===== src/hbsd_defines.svh =====
// hbsd_defines.svh: offsets, field positions, reset values and decode bounds of the host port
// assumes it is included by bare name from the block's source files
// Functional notes
// - decode 64K space from low sixteen address bits
// - offsets 0000 to 9fff reach display memory
// - offsets ffe0 to ffff reach register window
// - image repeats every 64K above bit 16
// - sample five straps once, hold until reset
// - select strap high byte-enable, low separate strobes
// - endian strap high big, low little
// - type straps 111 select generic family
// - asynchronous strobes synchronised before any use
// - byte-enable mode: hbe, read, write strobes
// - separate mode: two write, two read strobes
`ifndef HBSD_DEFINES_SVH
`define HBSD_DEFINES_SVH

// ****************************************
// host address decode
// ****************************************
`define HBSD_MEM_LAST 16'h9fff
`define HBSD_REG_FIRST 16'hffe0
`define HBSD_GENERIC_TYPE 3'h7
`define HBSD_ENDIAN_BIT 3

// ****************************************
// apb register offsets (byte addresses)
// ****************************************
`define HBSD_OFF_CTRL 12'h000
`define HBSD_OFF_STATUS 12'h004
`define HBSD_OFF_GAP 12'h008
`define HBSD_OFF_COUNT 12'h00c

// ****************************************
// field positions and reset values
// ****************************************
`define HBSD_CTRL_EN_BIT 0
`define HBSD_CTRL_ALIAS_BIT 1
`define HBSD_CTRL_EN_RST 1'h1
`define HBSD_CTRL_ALIAS_RST 1'h0
`define HBSD_GAP_RST 16'hffff
`define HBSD_STAT_SEL_BIT 5
`define HBSD_STAT_VALID_BIT 6
`define HBSD_STAT_GENERIC_BIT 7
`define HBSD_STAT_BUSY_BIT 8

`endif


===== src/hbsd_pkg.sv =====
// hbsd_pkg.sv: types of the host bus strap decode block
// assumes hbsd_defines.svh holds every numeric constant
package hbsd_pkg;

  // host port sequencer states
  typedef enum logic [1:0] {
    HBSD_IDLE = 2'b00,
    HBSD_WAIT = 2'b01,
    HBSD_HOLD = 2'b10
  } hbsd_state_t;

  // all state of the top module
  typedef struct packed {
    hbsd_state_t st;
    logic cfg_valid;
    logic [4:0] straps;
    logic sel_strap;
    logic generic_fam; // type straps select the generic family
    logic en;
    logic alias_blk;
    logic [15:0] gap_val;
    logic [15:0] mem_cnt;
    logic [15:0] gap_cnt;
    logic acc_mem;
    logic acc_reg;
    logic acc_we;
    logic [15:0] acc_addr;
    logic [1:0] acc_be;
    logic [15:0] acc_wdata;
    logic [15:0] hrdata;
    logic hdata_oe_n;
    logic pready;
    logic pslverr;
    logic [31:0] prdata;
  } hbsd_regs_t;

endpackage


===== src/hbsd_sync.sv =====
// hbsd_sync.sv: two flip-flop synchroniser for a vector of independent levels
// assumes each bit is a slow level, not a bus of related bits
`timescale 1ns/10ps
`default_nettype none

module hbsd_sync #(
  parameter int W = 4,
  parameter logic [W-1:0] RST_VAL = '1
) (
  // clock and reset
  input wire logic clk,
  input wire logic rst_n,
  // levels
  input wire logic [W-1:0] d,
  output logic [W-1:0] q
);

  // first stage, read only by the second
  logic [W-1:0] meta_q;

  // ****************************************
  // two stage capture
  // ****************************************
  always_ff @(posedge clk or negedge rst_n) begin
    if (!rst_n) begin
      meta_q <= RST_VAL;
      q <= RST_VAL;
    end else begin
      meta_q <= d;
      q <= meta_q;
    end
  end

endmodule // hbsd_sync

`default_nettype wire


===== src/hbsd_top.sv =====
// hbsd_top.sv: host bus front end with strap capture, strobe decode, 64K decode and apb registers
// assumes host address and write data stable while a strobe is active; memory answers within the pulse cycle
//
// The APB interface to the registers and the address map were left to the implementer.
`timescale 1ns/10ps
`default_nettype none
`include "hbsd_defines.svh"

module hbsd_top #(
  parameter int HADDR_W = 26
) (
  // clock and reset
  input wire logic pclk,
  input wire logic presetn,
  // apb slave
  input wire logic psel,
  input wire logic penable,
  input wire logic pwrite,
  input wire logic [11:0] paddr,
  input wire logic [31:0] pwdata,
  output logic [31:0] prdata,
  output logic pready,
  output logic pslverr,
  // power-up straps
  input wire logic [4:0] config_straps,
  input wire logic interface_select_strap,
  // asynchronous host strobes, active low
  input wire logic low_byte_write_strobe_n,
  input wire logic high_byte_write_strobe_n,
  input wire logic read_strobe_n,
  input wire logic rd_wr_n,
  // host address and data bus
  input wire logic [HADDR_W-1:0] host_addr,
  input wire logic [15:0] host_data_in,
  output logic [15:0] host_data_out,
  output logic host_data_oe_n,
  // internal access port toward display memory and registers
  output logic acc_mem,
  output logic acc_reg,
  output logic acc_we,
  output logic [15:0] acc_addr,
  output logic [1:0] acc_be,
  output logic [15:0] acc_wdata,
  input wire logic [15:0] acc_rdata,
  // captured configuration
  output logic cfg_big_endian,
  output logic cfg_byte_enable_mode,
  output logic cfg_generic
);

  // ****************************************
  // declarations
  // ****************************************
  hbsd_pkg::hbsd_regs_t s_q; // registered state
  hbsd_pkg::hbsd_regs_t s_d; // next state
  logic [3:0] strb_s; // synchronised strobes {rd_wr, rd, we1, we0}
  logic [1:0] wr_be; // active write byte lanes {high, low}
  logic [1:0] rd_be; // active read byte lanes {high, low}
  logic any_act; // some read or write strobe active
  logic start; // access may begin this cycle
  logic blocked; // upper bits nonzero with aliasing off
  logic in_mem; // decode hits display memory
  logic in_reg; // decode hits register window
  logic big; // big endian selected
  logic generic_ok; // generic family selected
  logic apb_wr; // apb write takes effect
  logic [15:0] lo_addr; // low sixteen host address bits

  // ****************************************
  // strobe synchroniser
  // ****************************************
  // strobe synchronisation
  hbsd_sync #(
    .W(4),
    .RST_VAL(4'hf)
  ) hbsd_sync_inst (
    .clk(pclk),
    .rst_n(presetn),
    .d({rd_wr_n, read_strobe_n, high_byte_write_strobe_n, low_byte_write_strobe_n}),
    .q(strb_s)
  );

  // ****************************************
  // strobe role and address decode
  // ****************************************
  always_comb begin
    big = s_q.straps[`HBSD_ENDIAN_BIT];
    generic_ok = (s_q.straps[2:0] == `HBSD_GENERIC_TYPE);
    if (s_q.sel_strap) begin
      wr_be = {~strb_s[1], ~host_addr[0]} & {2{~strb_s[0]}};
      rd_be = {~strb_s[1], ~host_addr[0]} & {2{~strb_s[2]}};
    end else begin
      wr_be = {~strb_s[1], ~strb_s[0]};
      rd_be = {~strb_s[3], ~strb_s[2]};
    end
    any_act = |{wr_be, rd_be};
    start = (s_q.st == hbsd_pkg::HBSD_IDLE) && s_q.cfg_valid && generic_ok && s_q.en && any_act;
    lo_addr = host_addr[15:0];
    blocked = s_q.alias_blk && (|host_addr[HADDR_W-1:16]);
    in_mem = (lo_addr <= `HBSD_MEM_LAST) && !blocked;
    in_reg = (lo_addr >= `HBSD_REG_FIRST) && !blocked;
    apb_wr = psel && penable && pwrite && s_q.pready;
  end

  // ****************************************
  // next state
  // ****************************************
  always_comb begin
    s_d = s_q;
    s_d.acc_mem = 1'b0;
    s_d.acc_reg = 1'b0;
    if (!s_q.cfg_valid) begin
      s_d.cfg_valid = 1'b1;
      s_d.straps = config_straps;
      s_d.sel_strap = interface_select_strap;
      s_d.generic_fam = (config_straps[2:0] == `HBSD_GENERIC_TYPE);
    end
    // apb answer is always zero wait
    s_d.pready = psel && !penable;
    if (psel && !penable) begin
      s_d.pslverr = 1'b0;
      s_d.prdata = '0;
      case (paddr)
        `HBSD_OFF_CTRL: begin
          s_d.prdata[`HBSD_CTRL_EN_BIT] = s_q.en;
          s_d.prdata[`HBSD_CTRL_ALIAS_BIT] = s_q.alias_blk;
        end
        `HBSD_OFF_STATUS: begin
          s_d.prdata[4:0] = s_q.straps;
          s_d.prdata[`HBSD_STAT_SEL_BIT] = s_q.sel_strap;
          s_d.prdata[`HBSD_STAT_VALID_BIT] = s_q.cfg_valid;
          s_d.prdata[`HBSD_STAT_GENERIC_BIT] = generic_ok;
          s_d.prdata[`HBSD_STAT_BUSY_BIT] = (s_q.st != hbsd_pkg::HBSD_IDLE);
        end
        `HBSD_OFF_GAP: begin
          s_d.prdata[15:0] = s_q.gap_val;
        end
        `HBSD_OFF_COUNT: begin
          s_d.prdata = {s_q.gap_cnt, s_q.mem_cnt};
        end
        default: begin
          // unmapped offset answers with an error
          s_d.pslverr = 1'b1;
        end
      endcase
    end
    // apb writes to the writable registers
    if (apb_wr) begin
      case (paddr)
        `HBSD_OFF_CTRL: begin
          s_d.en = pwdata[`HBSD_CTRL_EN_BIT];
          s_d.alias_blk = pwdata[`HBSD_CTRL_ALIAS_BIT];
        end
        `HBSD_OFF_GAP: begin
          s_d.gap_val = pwdata[15:0];
        end
        default: begin
          // read-only or unmapped: no effect
        end
      endcase
    end
    // host access sequencer
    case (s_q.st)
      hbsd_pkg::HBSD_IDLE: begin
        if (start) begin
          s_d.acc_addr = lo_addr;
          s_d.acc_we = |wr_be;
          s_d.acc_be = big ? {(|wr_be ? wr_be[0] : rd_be[0]), (|wr_be ? wr_be[1] : rd_be[1])}
                           : (|wr_be ? wr_be : rd_be);
          s_d.acc_wdata = big ? {host_data_in[7:0], host_data_in[15:8]} : host_data_in;
          if (in_mem || in_reg) begin
            s_d.acc_mem = in_mem;
            s_d.acc_reg = in_reg;
            s_d.mem_cnt = s_q.mem_cnt + 16'h0001;
            s_d.st = (|wr_be) ? hbsd_pkg::HBSD_HOLD : hbsd_pkg::HBSD_WAIT;
          end else begin
            s_d.gap_cnt = s_q.gap_cnt + 16'h0001;
            if (!(|wr_be)) begin
              s_d.hrdata = s_q.gap_val;
              s_d.hdata_oe_n = 1'b0;
            end
            s_d.st = hbsd_pkg::HBSD_HOLD;
          end
        end
      end
      hbsd_pkg::HBSD_WAIT: begin
        // memory data is taken at the end of the pulse cycle
        s_d.hrdata = big ? {acc_rdata[7:0], acc_rdata[15:8]} : acc_rdata;
        s_d.hdata_oe_n = 1'b0;
        s_d.st = hbsd_pkg::HBSD_HOLD;
      end
      hbsd_pkg::HBSD_HOLD: begin
        // wait until no read or write strobe is active (hbe alone does not hold the state)
        if (!any_act) begin
          s_d.hdata_oe_n = 1'b1;
          s_d.st = hbsd_pkg::HBSD_IDLE;
        end
      end
      default: begin
        s_d.hdata_oe_n = 1'b1;
        s_d.st = hbsd_pkg::HBSD_IDLE;
      end
    endcase
  end

  // ****************************************
  // state register
  // ****************************************
  always_ff @(posedge pclk or negedge presetn) begin
    if (!presetn) begin
      s_q <= '0;
      s_q.en <= `HBSD_CTRL_EN_RST;
      s_q.alias_blk <= `HBSD_CTRL_ALIAS_RST;
      s_q.gap_val <= `HBSD_GAP_RST;
      s_q.hdata_oe_n <= 1'b1;
    end else begin
      s_q <= s_d;
    end
  end

  // ****************************************
  // outputs
  // ****************************************
  assign prdata = s_q.prdata;
  assign pready = s_q.pready;
  assign pslverr = s_q.pslverr;
  assign host_data_out = s_q.hrdata;
  assign host_data_oe_n = s_q.hdata_oe_n;
  assign acc_mem = s_q.acc_mem;
  assign acc_reg = s_q.acc_reg;
  assign acc_we = s_q.acc_we;
  assign acc_addr = s_q.acc_addr;
  assign acc_be = s_q.acc_be;
  assign acc_wdata = s_q.acc_wdata;
  assign cfg_big_endian = s_q.straps[`HBSD_ENDIAN_BIT];
  assign cfg_byte_enable_mode = s_q.sel_strap;
  assign cfg_generic = s_q.generic_fam;
endmodule // hbsd_top

`default_nettype wire


===== config.mk =====
export PLATFORM = sky130hd
export DESIGN_NAME = hbsd_top
export DESIGN_NICKNAME = d
export VERILOG_FILES = /design/src/hbsd_pkg.sv /design/src/hbsd_sync.sv /design/src/hbsd_top.sv
export VERILOG_INCLUDE_DIRS = /design/src
export SDC_FILE = /design/constraint.sdc
export NUM_CORES = 1
export LEC_CHECK = 0
export BUFFER_PORTS_ARGS = -buffer_cell sky130_fd_sc_hd__buf_2
export CAP_MARGIN = 20
export CORE_UTILIZATION = 25
export CTS_CLUSTER_DIAMETER = 80
export DETAILED_ROUTE_END_ITERATION = 7
export GPL_TIMING_DRIVEN = 0
export REMOVE_ABC_BUFFERS = 1
export SKIP_CTS_REPAIR_TIMING = 1
export SLEW_MARGIN = 30
export SYNTH_ARGS = -nofsm -noshare
export SYNTH_HDL_FRONTEND = slang
export SYNTH_HIERARCHICAL = 1
export SYNTH_SLANG_ARGS = --single-unit

===== constraint.sdc =====
create_clock -name pclk -period 2.2 [get_ports pclk]
set_clock_uncertainty 0.2 [all_clocks]
set_input_delay 0.55 -clock pclk [delete_from_list [all_inputs] [get_ports pclk]]
set_output_delay 0.55 -clock pclk [all_outputs]
set_load 0.005 [all_outputs]

# Yosys cells after proc, flatten, opt, wreduce, memory -nomap -nowiden
# Index checks and enable logic that the tools add are counted.
[word_totals]
register_bits = 156
input_bits = 117
out_inout_bits = 91
wordCells = 102
[classes]
add_sub_neg = 2
magnitude_cmp = 2
eq_ne = 11
mux = 26
bitwise_logic = 8
reduce_logical = 30
[op_table]
columns = ["cell", "count"]
rows = [
  ["54-bit 2-to-1 mux", 1],
  ["16-bit 2-to-1 mux", 3],
  ["37-bit 2-to-1 mux", 1],
  ["17-bit 2-to-1 mux", 2],
  ["16-bit by 1-bit adder with 16-bit output, second input constant", 2],
  ["16-bit one-hot mux with 2 select lines", 1],
  ["12-bit by 4-bit == test with 1-bit output, second input constant", 2],
  ["7-bit one-hot mux with 3 select lines", 1],
  ["2-bit 2-to-1 mux", 9],
  ["16-bit greater-or-equal comparator, second input constant", 1],
  ["16-bit <= comparator, second input constant", 1],
  ["7-bit one-hot mux with 2 select lines", 1],
  ["12-bit by 3-bit == test with 1-bit output, second input constant", 1],
  ["12-bit zero test", 1],
  ["1-bit logical AND", 11],
  ["10-bit OR reduction", 1],
  ["2-bit inequality test, second input constant", 4],
  ["2-bit one-hot mux with 4 select lines", 1],
  ["2-bit AND reduction", 4],
  ["4-bit AND reduction", 2],
  ["4-bit OR reduction", 2],
  ["3-bit == test, second input constant", 2],
  ["1-bit inverter", 6],
  ["2-bit one-hot mux with 3 select lines", 1],
  ["11 further kinds", 18],
]

# Logic depth before layout (Yosys ltp)
# Gate-level depths: netlist of run 1.
[logic_depth]
word_depth = 8
ltp_mapped = 8
ltp_nobuf = 6

# By module
# Netlist of run 1, hierarchy kept.
[by_module_without_submodules]
columns = ["module", "n_inst", "cells_per_inst", "area_per_inst_um2", "seq_area_each_um2"]
rows = [
  ["hbsd_top", 1, 722, 7362.1, 3726.1],
  ["hbsd_sync", 1, 8, 210.2, 210.2],
]

# Worst setup path after synthesis of run 1
# Ideal clock, no wire load.
[synth_path]
kind = "input -> register"
startpoint = "input port host_addr[23]"
endpoint = "register s_q (netlist bit host_data_out[10])"
setup_ns = 0.125
arrival_ns = 2.434
t_required_ns = 1.875
slack_ns = -0.559
stages = 6
path_buffers = 1
path_cell_list = "or4_4 > o41ai_2 > a21oi_2 > a21boi_4 > buf_6 > mux2_2"
[synth_via]
elab_chain_len = 7
elab_cells_between_ends = 8
cone_classes = "eq/ne: 1; reduce/logical: 7"
[synth_rtl]
columns = ["element", "line_no", "rtl"]
rows = [
  ["start: declaration", "hbsd_top.sv:33", "input wire logic [HADDR_W-1:0] host_addr,"],
  ["10-bit OR reduction *", "hbsd_top.sv:99", "blocked = s_q.alias_blk && (|host_addr[HADDR_W-1:16]);"],
  ["1-bit logical AND *", "hbsd_top.sv:99", ""],
  ["1-bit zero test *", "hbsd_top.sv:100, hbsd_top.sv:101", ""],
  ["1-bit logical AND (on tied branches)", "hbsd_top.sv:100, hbsd_top.sv:101", ""],
  ["1-bit logical OR *", "hbsd_top.sv:171", "if (in_mem || in_reg) begin"],
  ["2-bit inequality test (no line) *", "n/a", ""],
  ["4-bit AND reduction (no line) *", "n/a", ""],
  ["end: declaration", "hbsd_top.sv:54", "hbsd_pkg::hbsd_regs_t s_q;"],
]
# Every way passes the cells marked *; elsewhere a longest branch is shown, timed or not.
# A chain may end at the register's enable or synchronous reset.

# Worst setup path in the final report of run 1
[layout_path]
startpoint = "input port host_addr[18]"
endpoint = "register s_q (netlist bit host_data_out[11])"
# The elaborated chain is that of the path after synthesis.

==> summary.md, run 1 <==
The post-layout instance count excluding filler cells came out at 1256. In the final routed layout, each cell accounts on average for 15.52 um. The highest attainable clock frequency came out at 0.4223 GHz. For this run, the leading register cell type out of synthesis is sky130_fd_sc_hd__dfrtp_1. In the layout the commonest cells are sky130_fd_sc_hd__buf_2, sky130_fd_sc_hd__nand2_1, sky130_fd_sc_hd__dfrtp_1, sky130_fd_sc_hd__o21ai_0, sky130_fd_sc_hd__mux2i_1. The max-cap violation count was 0; the maximum number of pins on one net before global-route repair was 83. The clock tree synthesis step divided the H-tree into 4 levels. The row count is 63, and the final setup violation count is 37. The fraction of layout cells with a size suffix above 1 is 40.65%. For the post-detailed-route count of antenna-violating nets, the log shows 0. After clock tree synthesis, the clock-pin slew on the worst setup and hold paths is 60 ps. At the end of routability-driven placement, the weighted congestion stood at 0.7618.

After routing, the total negative slack on setup checks comes to -3907 ps. The min-delay analysis places its worst path in the category input port to flip-flop. For the worst supply voltage drop on vdd, the log shows 0.3939 mV.

For the critical path data required time, the log shows 2310 ps. Setup repair after global routing could not meet its margin everywhere. Prior to clock tree synthesis, the placed netlist has a worst setup slack of -1461 ps. The tools report the relative slew slack as 47.09%.

The mean post-synth cell area is 10.37 um^2. The checks that failed: negative setup slack. The run gives 5329 as the via count of the first global-routing pass.

The root buffer cell is sky130_fd_sc_hd__clkbuf_16. The area growth from synthesis to layout is 24.69%. The number of max-slew violations in the final report was 0. Clock tree buffer depth: 2. The hold violation count in the final report was 0.

The post-route minimum period was 2368 ps. The register with the most flip-flops in the final layout is s_q. Vias per cell: 4.347. The count of routing violations after the opening detailed-route iteration was 171; the number of enable flip-flop cells after synthesis was 0. Counting the fill cells in the layout gives 3043. The first detailed-routing pass took 4 iterations. TritonCTS built the clock tree. The first global-routing pass estimated 29.50 mm of wire.

The flow ran to the end, but the final reports show violations. The total wirelength of the detailed-routed design came out at 19.50 mm. After synthesis the cells add up to 7572 um^2. The flip-flop count of the largest register, all copies and words added works out to 57.

The tools report the arrival time at the worst endpoint as 2480 ps. Global routing finished with a remaining overflow of 0. The run gives 6 as the number of warnings reported in the yosys synthesis log. In this run the tool buffered the top-level ports with 191 buffer cells.

For the number of nets in the layout, the log shows 972. The number of different library cells used by synthesis comes to 46. The endpoint class of the critical path is a flip-flop. The clock reaches the later pin of the worst-skew pair after 430 ps. The number of clock buffers added by TritonCTS is 17. Of the available clock period, the critical path in the final layout requires 107.6%. By startpoint and endpoint, the worst setup path is classified as input port to flip-flop. The region available for standard cell placement spans 29720 um^2. The initial antenna violation count was 0. Startpoint kind of the worst setup timing path: an input port.

The highest net fanout along the worst path was 16; the vertical die dimension was 176.0 um. Counting tap cells, the placed design contains a total of 1204 instances. Static leakage: 4.683 nW. The post-synthesis sequential area ratio is 51.98%, and the starting density of the core is 25.48%.

The placed wire-length estimate was 13.92 mm. The tree built by TritonCTS fans out to 156 sinks. Synthesis inferred 156 register bits.

At the pin with the least slew margin, the transition time is 793.7 ps. The library cell used most frequently in the layout, excluding fill and tap cells, is sky130_fd_sc_hd__buf_2. Number of instances in the synthesized netlist: 730. The final-layout worst hold slack was 21.94 ps; the top-level I/O count was 208. The power density relative to cell area was 653.5 nW/um^2. The final worst slack was -167.9 ps; the combined area of the multi-input logic cells was 3108 um^2. The total area of sequential cells was 3943 um^2; the global-route total usage across every layer was 12.51%. The proportion of synthesized flip-flops having asynchronous set or reset works out to 100.0%.

0 antenna diodes ended up in the layout. Detailed routing inserted a total of 5460 vias. In this run the horizontal extent of the chip is 176.0 um. In the routed design, unresolved DRC markers number 0. The die outline area came out at 30990 um^2.
## cells in the mapped netlist (all sizes together) (2+ instances only)
cell     instances  share of area (%)
nand2          160                7.9
xor2            12                1.4
mux2i           43                5.7
buf             91                8.7
nor4             3               0.33
dfrtp          130                 43
clkbuf          23                1.1
and4             2               0.23
a22oi            8               0.79
o21ai           58                3.8
and3             3               0.25
mux2            47                7.0
nor3             9               0.66
nor2b            4               0.33
ha               2               0.33
xnor2           18                2.1
inv              5               0.25
nor2            12               0.59
nand4           10               0.83
dfstp           26                9.0
a21oi            6               0.45
nand3           31                2.0
o21a             3               0.30
o2111ai          2               0.23
nand2b           4               0.33
or4              5               0.59
o31a             2               0.23
## routing by layer
layer	share of wire, %	global-route usage (%)
met1	45	15.98
met2	48	19.83
met3	4.3	3.101
met4	2.8	5.725
met5	0	0
## kinds of logic after synthesis
logic type      after synthesis  share of synthesized area (%)
mux                          90                          12.67
xor+xnor                     30                          3.470
buf+inv                     119                          10.13
simple gates                245                          14.38
flops                       156                          51.98
fa+ha+maj                     2                         0.3304
compound gates               87                          6.990
other cells                   1                        0.04952
## where the power goes
group	internal [mW]	total [mW]	switching, mW
clock network	1.47	2.79	1.31
registers	2.91	2.94	0.0309
logic	0.203	0.437	0.234
total	4.59	6.17	1.58
## worst paths after layout
check	start	to	slack [ps]	cells after the start
max	host_addr[18]	host_data_out[11]	-170	8
min	read_strobe_n	hbsd_sync_inst/meta_q[2]	20	1
max in group asynchronous	presetn	s_q[121]	470	3
min in group asynchronous	presetn	acc_addr[6]	470	2
min reg2reg	hbsd_sync_inst/meta_q[3]	hbsd_sync_inst/q[3]	160	0
max reg2reg	s_q[137]	s_q[112]	-120	6
## area by class of cell
| type | count | area share, % |
|---|---|---|
| Sequential cell | 156 | 41.76 |
| Multi-Input combinational cell | 455 | 32.92 |
| Timing Repair Buffer | 218 | 14.17 |
| Tap cell | 390 | 5.168 |
| Clock buffer | 19 | 4.585 |
| Clock inverter | 13 | 1.166 |
| Inverter | 5 | 0.2385 |
## critical path, stage by stage
cell and delay (ps):
sky130_fd_sc_hd__buf_6 90, sky130_fd_sc_hd__or4_4 550, sky130_fd_sc_hd__o41ai_4 310, sky130_fd_sc_hd__buf_6 190, sky130_fd_sc_hd__a21oi_4 70, sky130_fd_sc_hd__a21boi_4 180, sky130_fd_sc_hd__buf_12 190, sky130_fd_sc_hd__mux2_4 310
## through the flow
stage / util, % / area, um^2 / total power, mW
after floorplan: - / 6824 / 3.147
after global placement: 27.82 / 8268 / 3.383
after detailed placement: 28.50 / 8471 / 3.414
after CTS: 30.33 / 9014 / 6.279
after global routing: 31.77 / 9442 / 6.437
final: 31.77 / 9442 / 6.170
No activity file was read; power rests on OpenSTA's default activity.
==> run 2: changes to the inputs <==
--- a/config.mk
+++ b/config.mk
@@ -12,6 +12,7 @@
 export CTS_CLUSTER_DIAMETER = 80
 export DETAILED_ROUTE_END_ITERATION = 7
 export GPL_TIMING_DRIVEN = 0
+export PLACE_DENSITY_LB_ADDON = 0.2
 export REMOVE_ABC_BUFFERS = 1
 export SKIP_CTS_REPAIR_TIMING = 1
 export SLEW_MARGIN = 30
==> summary.md, run 2 (same netlist as run 1, synthesis figures left out) <==
OpenSTA, run right after detailed placement, puts the worst setup slack at -1479 ps. TritonCTS built the clock tree. The number of port buffers was 191.

The power density relative to cell area was 671.7 nW/um^2. The routability congestion estimate is 0.7318. For the met1 demand-to-capacity share in global routing, the log shows 16.77%. In this run the deepest clock path goes through 2 buffers. The vias per cell came out at 4.294.

After detailed routing, the number of remaining DRC violations is 0. The critical register-to-register path startpoint was s_q[137]. In this run the worst path has a maximum fanout of 5. The highest attainable clock frequency came out at 0.4193 GHz.

The register with the most flip-flops in the final layout is s_q. The top cell types in the final layout, fill and taps aside, are sky130_fd_sc_hd__buf_2, sky130_fd_sc_hd__nand2_1, sky130_fd_sc_hd__dfrtp_1, sky130_fd_sc_hd__o21ai_0, sky130_fd_sc_hd__mux2_2. The logs give 58.02% for the relative slew slack and 0 for the post-detailed-route count of antenna-violating nets. The worst path needs 2385 ps of the cycle, external delays included. The global-route wire length before repair was 30.72 mm; the clock latency reported for the late side of the worst-skew pair was 430 ps.

For this run, the share of the core covered by cells in the final layout is 32.45%. The worst setup path is captured at a flip-flop. The critical path in this run is classified as input port to flip-flop. After legalization and detailed placement, the total HPWL measured 13.99 mm. In this run the number of H-tree levels came out at 4. The tools report the met3 usage as 3.639%. The largest delay contributor family on the critical path was simple AND/OR/NAND/NOR gates. Buffers plus inverters on the worst setup path: 3. By instance count, the cell type seen most on the critical path is sky130_fd_sc_hd__buf_6. Die outline area: 30990 um^2. The width of the chip works out to 176.0 um. The initial antenna violation count is 0. The post-route netlist has 42.97% of its cells at a drive strength greater than 1.

After global routing the overflow that remains totals 0. The number of nets in the layout was 981. The startpoint kind of the worst setup timing path was an input port. Across the VDD grid, the largest voltage drop is 0.4046 mV. The maximum number of pins on one net before global-route repair is 79, and the accumulated negative setup slack is -3828 ps. The tools report the count of routing violations after the opening detailed-route iteration as 202.

The signed area change from the synthesized netlist to the final layout came out at 27.36%. The fraction of the cycle the final worst path needs was 108.4%. Top-level I/O count: 208. Most common cell after layout, fill and taps aside: sky130_fd_sc_hd__buf_2. The total wirelength of the detailed-routed design was 20.12 mm.

In this run the worst hold path is classified as input port to flip-flop. The total power is 6.478 mW. In the final routed layout, each cell accounts on average for 15.91 um.

The tools report the endpoint of the worst register-to-register path as host_data_out[3]. Setup violations remaining at the end of the flow were counted as 36. The slew at the pin closest to its max-slew limit works out to 626.0 ps. The via count of the first global-routing pass is 5302. The flip-flop count of the largest register, all copies and words added works out to 57. The cell with the biggest individual delay on the critical path is sky130_fd_sc_hd__or4_4. The cell depth of the worst min-delay path works out to 1.

For the worst flop-to-flop path, the logic depth is 8. For the total clock sinks, the log shows 156. In the global route stage, overall resource usage came out at 13.05%. The tool flagged a number of max-cap violations equal to 0.

TritonCTS created 17 clock buffers. The tree is rooted in a sky130_fd_sc_hd__clkbuf_16. The arrival time at the worst endpoint is 2490 ps. The worst register-to-register path has a setup slack of -130 ps. For the core outline area, the log shows 29720 um^2. Row count: 63.

Setup repair after global routing could not meet its margin everywhere. The worst hold path terminates at hbsd_sync_inst/meta_q[2]. For the global routing met2 resource utilization, the log shows 21.39%.

The busiest layer in global routing is met2. The final reports fail on negative setup slack. The routed via count was 5432. In this run the most critical hold path is launched from read_strobe_n. From bottom edge to top edge, the die measures 176.0 um. The pre-antenna-repair detailed-routing pass consisted of 4 iterations. Clock-pin slew was measured on the worst setup and hold paths at 70 ps. The critical path goes through buf_6, or4_4, o41a_4, buf_6, nor3_4, buf_6, nand3_1, xnor2_1.

The hold violation count in the final report was 0; the number of antenna repair diodes was 0. For the final worst slack, the log shows -184.7 ps. STA puts the critical path data required time at 2310 ps.

The number of max-slew violations in the final report is 0, and the static leakage is 4.793 nW. The run finished, with violations left. On the worst path, the slowest cell contributes a delay of 550 ps. For the starting density of the core, the log shows 25.48%.
run 2: report_power, final:
part           internal (mW)  switching, mW
registers               2.91         0.0314
logic                  0.203          0.235
clock network           1.76           1.33
run 2: per-layer routing:
layer  vias up  part of all wire, %
met2       115                   49
li1       2678                    -
met4         0                 0.61
met1      2633                   45
met3         6                  5.4
met5         -                    0
run 2: cell type report:
cell class | instances | area (um^2)
clock buffer | 19 | 452.9
clock inverter | 13 | 152.6
fill | 3077 | 20070
inverter | 5 | 22.52
multi-input combinational | 455 | 3126
sequential | 156 | 3944
tap | 390 | 488.0
timing repair buffer | 226 | 1454
timing repair inverter | 1 | 5.005
run 2: worst max-delay path by stage:
stage,startpoint,end,cells after the start
6_report,host_addr[18],s_q[111],8
5_1_grt,host_addr[18],s_q[115],8
4_1_cts,host_addr[23],host_data_out[8],6
3_5_place_dp,host_addr[23],host_data_out[14],6
3_3_place_gp,hbsd_sync_inst/q[0],host_data_out[7],5
2_1_floorplan,hbsd_sync_inst/q[1],host_data_out[0],5
run 2: per-stage QoR:
step,hold WS (ps),instances,area [um^2]
finish,31.96,1265,9644
floorplan,54.41,616,6824
global placement,146.1,1197,8268
detailed placement,146.8,1204,8483
CTS,-292.5,1236,9089
global route,4.401,1265,9644
run 2: worst reg2reg max path, cell delays in order, from the launching register on:
cell,delay [ps]
sky130_fd_sc_hd__dfstp_2,550
sky130_fd_sc_hd__and4bb_2,290
sky130_fd_sc_hd__buf_6,120
sky130_fd_sc_hd__o2111ai_4,150
sky130_fd_sc_hd__buf_12,190
sky130_fd_sc_hd__a21oi_4,180
sky130_fd_sc_hd__a21boi_4,80
sky130_fd_sc_hd__buf_12,160
sky130_fd_sc_hd__mux2_2,290
==> run 3: changes to the inputs <==
--- a/config.mk
+++ b/config.mk
@@ -6,13 +6,14 @@
 export SDC_FILE = /design/constraint.sdc
 export NUM_CORES = 1
 export LEC_CHECK = 0
+export ABC_CLOCK_PERIOD_IN_PS = 2200
 export BUFFER_PORTS_ARGS = -buffer_cell sky130_fd_sc_hd__buf_2
 export CAP_MARGIN = 20
 export CORE_UTILIZATION = 25
 export CTS_CLUSTER_DIAMETER = 80
 export DETAILED_ROUTE_END_ITERATION = 7
 export GPL_TIMING_DRIVEN = 0
-export PLACE_DENSITY_LB_ADDON = 0.2
+export PLACE_DENSITY = 0.58
 export REMOVE_ABC_BUFFERS = 1
 export SKIP_CTS_REPAIR_TIMING = 1
 export SLEW_MARGIN = 30
==> summary.md, run 3 (same netlist as run 1, synthesis figures left out) <==
The finished cells cover 9589 um^2. Wires add up to 20.37 mm. The tool flagged a number of max-cap violations equal to 0. After detailed routing, the average wire length per cell comes to 16.13 um. Setup violations remaining at the end of the flow were counted as 36. No sink is reached through more buffers than the 2 on the longest clock path.

Leaving out fill and tap cells, the most frequent cell in the layout is sky130_fd_sc_hd__buf_2. The worst pin sits at a relative slew slack of 46.41%. Summing all placed instances gives a cell area of 8468 um^2.

Power comes to 6.320 mW. Endpoint of the worst register-to-register path: s_q[114]. Adding up every negative setup slack in the final design gives -3354 ps.

For the combined area of the multi-input logic cells, the log shows 3157 um^2. Detailed placement ended at an HPWL of 13.99 mm. The global-route wire length before repair was 29.87 mm; the level count of the clock H-tree was 4. The flip-flop count of the largest register, all copies and words added is 57.

The floorplan has 63 rows. 0 antenna diodes ended up in the layout. After detailed routing, the number of vias per cell comes to 4.331. The top-level I/O count is 208. The tightest hold path in the finished design has a slack of 26.69 ps. Total area of sequential cells: 3941 um^2. The critical path in this run is classified as input port to flip-flop. The switching power share of the total was 25.20%. For hold timing, the worst endpoint is hbsd_sync_inst/meta_q[3]. Path type of the worst min-delay path: input port to flip-flop. The congestion estimate from routability-driven global placement came to 0.7356. The detailed router finished its first iteration with 209 violations.

The starting density of the core is 25.48%, and the post-detailed-route count of antenna-violating nets is 0. The cell-internal power was 4.728 mW; the clock latency reported for the late side of the worst-skew pair was 430 ps. The final core utilization was 32.27%.

Data arrives at the worst endpoint at 2480 ps. The post-route minimum period was 2371 ps; the flop-to-flop setup slack was -90 ps. The tools report the post-layout instance count excluding filler cells as 1263. In this run the most critical hold path is launched from rd_wr_n. Fill cells in the final layout number 3070.

The worst register-to-register path begins at s_q[137]. Detailed routing inserted a total of 5470 vias. The total grt overflow was 0; the total clock sinks was 156. The critical path data required time was 2310 ps; the worst supply voltage drop on vdd was 0.4176 mV. Port buffering added 191 buffers.

Counting the buffers created by CTS gives 17. At the placement stage, the worst setup path has a slack of -1594 ps. Number of max-slew violations in the final report: 0. After detailed placement, the design holds a cell count of 1203. The fraction of layout cells with a size suffix above 1 is 42.50%, and the highest attainable clock frequency is 0.4218 GHz.

The tools report the startpoint kind of the worst setup timing path as an input port. The final worst slack is -170.8 ps. The tools report the maximum number of pins on one net before global-route repair as 80. The library cells used most frequently in the layout, excluding fill and tap cells, are sky130_fd_sc_hd__buf_2, sky130_fd_sc_hd__nand2_1, sky130_fd_sc_hd__dfrtp_1, sky130_fd_sc_hd__o21ai_0, sky130_fd_sc_hd__mux2_2. The analysis attributes to net switching a power of 1.592 mW. In this run the worst path has a maximum fanout of 16. The number of cells on the worst reg-to-reg path is 5, and the slew at the pin closest to its max-slew limit is 799.1 ps.

The root buffer cell was sky130_fd_sc_hd__clkbuf_16. The die is 176.0 um wide. The cell depth of the worst min-delay path was 1. Dividing total power by cell area gives a power density of 659.1 nW/um^2.

For the global-route total usage across every layer, the log shows 12.71%. The combinational group share of total power is 7.0%. TritonCTS built the clock tree. The share of total power dissipated in the clock network is 46.4%.

Of the total power, registers draw 46.6%. Relative to the synthesized area, the layout overhead comes to 26.64%. The via count of the first global-routing pass came out at 5357. The final reports fail on negative setup slack.

The final layout contains 979 nets. The fraction of the cycle the final worst path needs is 107.8%. Static leakage: 4.752 nW. The tools report the endpoint class of the critical path as a flip-flop.

The initial antenna violation count was 0. After floorplanning, the core was sized to cover 29720 um^2. Setup repair after global routing could not meet its margin everywhere.

The detailed-router iteration count before antenna repair was 4. The flow ran to the end, but the final reports show violations. Ranked by flip-flop count, first place goes to s_q.

Clock-pin slew on the worst setup and hold paths: 70 ps. The floorplan step set the die height to 176.0 um. Die outline area: 30990 um^2. The tools report the detailed-route DRC error count as 0. The tools report the hold violation count in the final report as 0.
-- run 3: cell count changes in the layout (fill, tap and decap cells not counted), moves of 2 or more --
cell	change
sky130_fd_sc_hd__clkinvlp_4	-2
sky130_fd_sc_hd__inv_6	-3
sky130_fd_sc_hd__nand2_1	+4
sky130_fd_sc_hd__dfrtp_2	-2
sky130_fd_sc_hd__clkinv_4	+6
sky130_fd_sc_hd__buf_12	-2
sky130_fd_sc_hd__buf_4	+2
sky130_fd_sc_hd__dfrtp_1	+2
sky130_fd_sc_hd__nor2_1	-2
sky130_fd_sc_hd__nand2_2	-3
sky130_fd_sc_hd__nor2_2	+3
-- run 3: final cells by class --
type	count	area share, %
multi-input cells	456	32.92
well taps	390	5.089
repair buffers	224	14.63
flip-flops and latches	156	41.10
inverters	5	0.2349
clock inverters	14	1.448
clock buffers	18	4.580
-- run 3: worst max-delay path by stage --
stage,from,to
final,host_addr[17],host_data_out[5]
after global routing,host_addr[17],host_data_out[9]
after CTS,host_addr[23],host_data_out[5]
after detailed placement,host_addr[23],host_data_out[5]
after global placement,hbsd_sync_inst/q[0],host_data_out[2]
after floorplan,hbsd_sync_inst/q[1],host_data_out[0]
-- run 3: worst max-delay path: stages --
cell,delay [ps]
sky130_fd_sc_hd__buf_6,90
sky130_fd_sc_hd__or4_4,560
sky130_fd_sc_hd__o41ai_4,320
sky130_fd_sc_hd__buf_6,170
sky130_fd_sc_hd__a21oi_4,70
sky130_fd_sc_hd__a21boi_4,180
sky130_fd_sc_hd__buf_12,180
sky130_fd_sc_hd__mux2_2,350
-- run 3: layer usage --
| metal | track usage (%) | vias up | wire [um] |
|---|---|---|---|
| met5 | 0 | - | 0 |
| met4 | 3.514 | 0 | 221 |
| met3 | 3.165 | 12 | 919 |
| met2 | 21.83 | 125 | 10170 |
| met1 | 15.69 | 2658 | 9057 |
| li1 | - | 2675 | - |
-- run 3: power groups by stage --
stage | combinational [mW] | sequential, mW | clock (mW)
global placement | 0.362 | 3.03 | 0
floorplan | 0.136 | 3.01 | 0
global route | 0.490 | 2.95 | 3.13
finish | 0.444 | 2.95 | 2.93
CTS | 0.420 | 2.94 | 3.04
detailed placement | 0.419 | 3.00 | 0
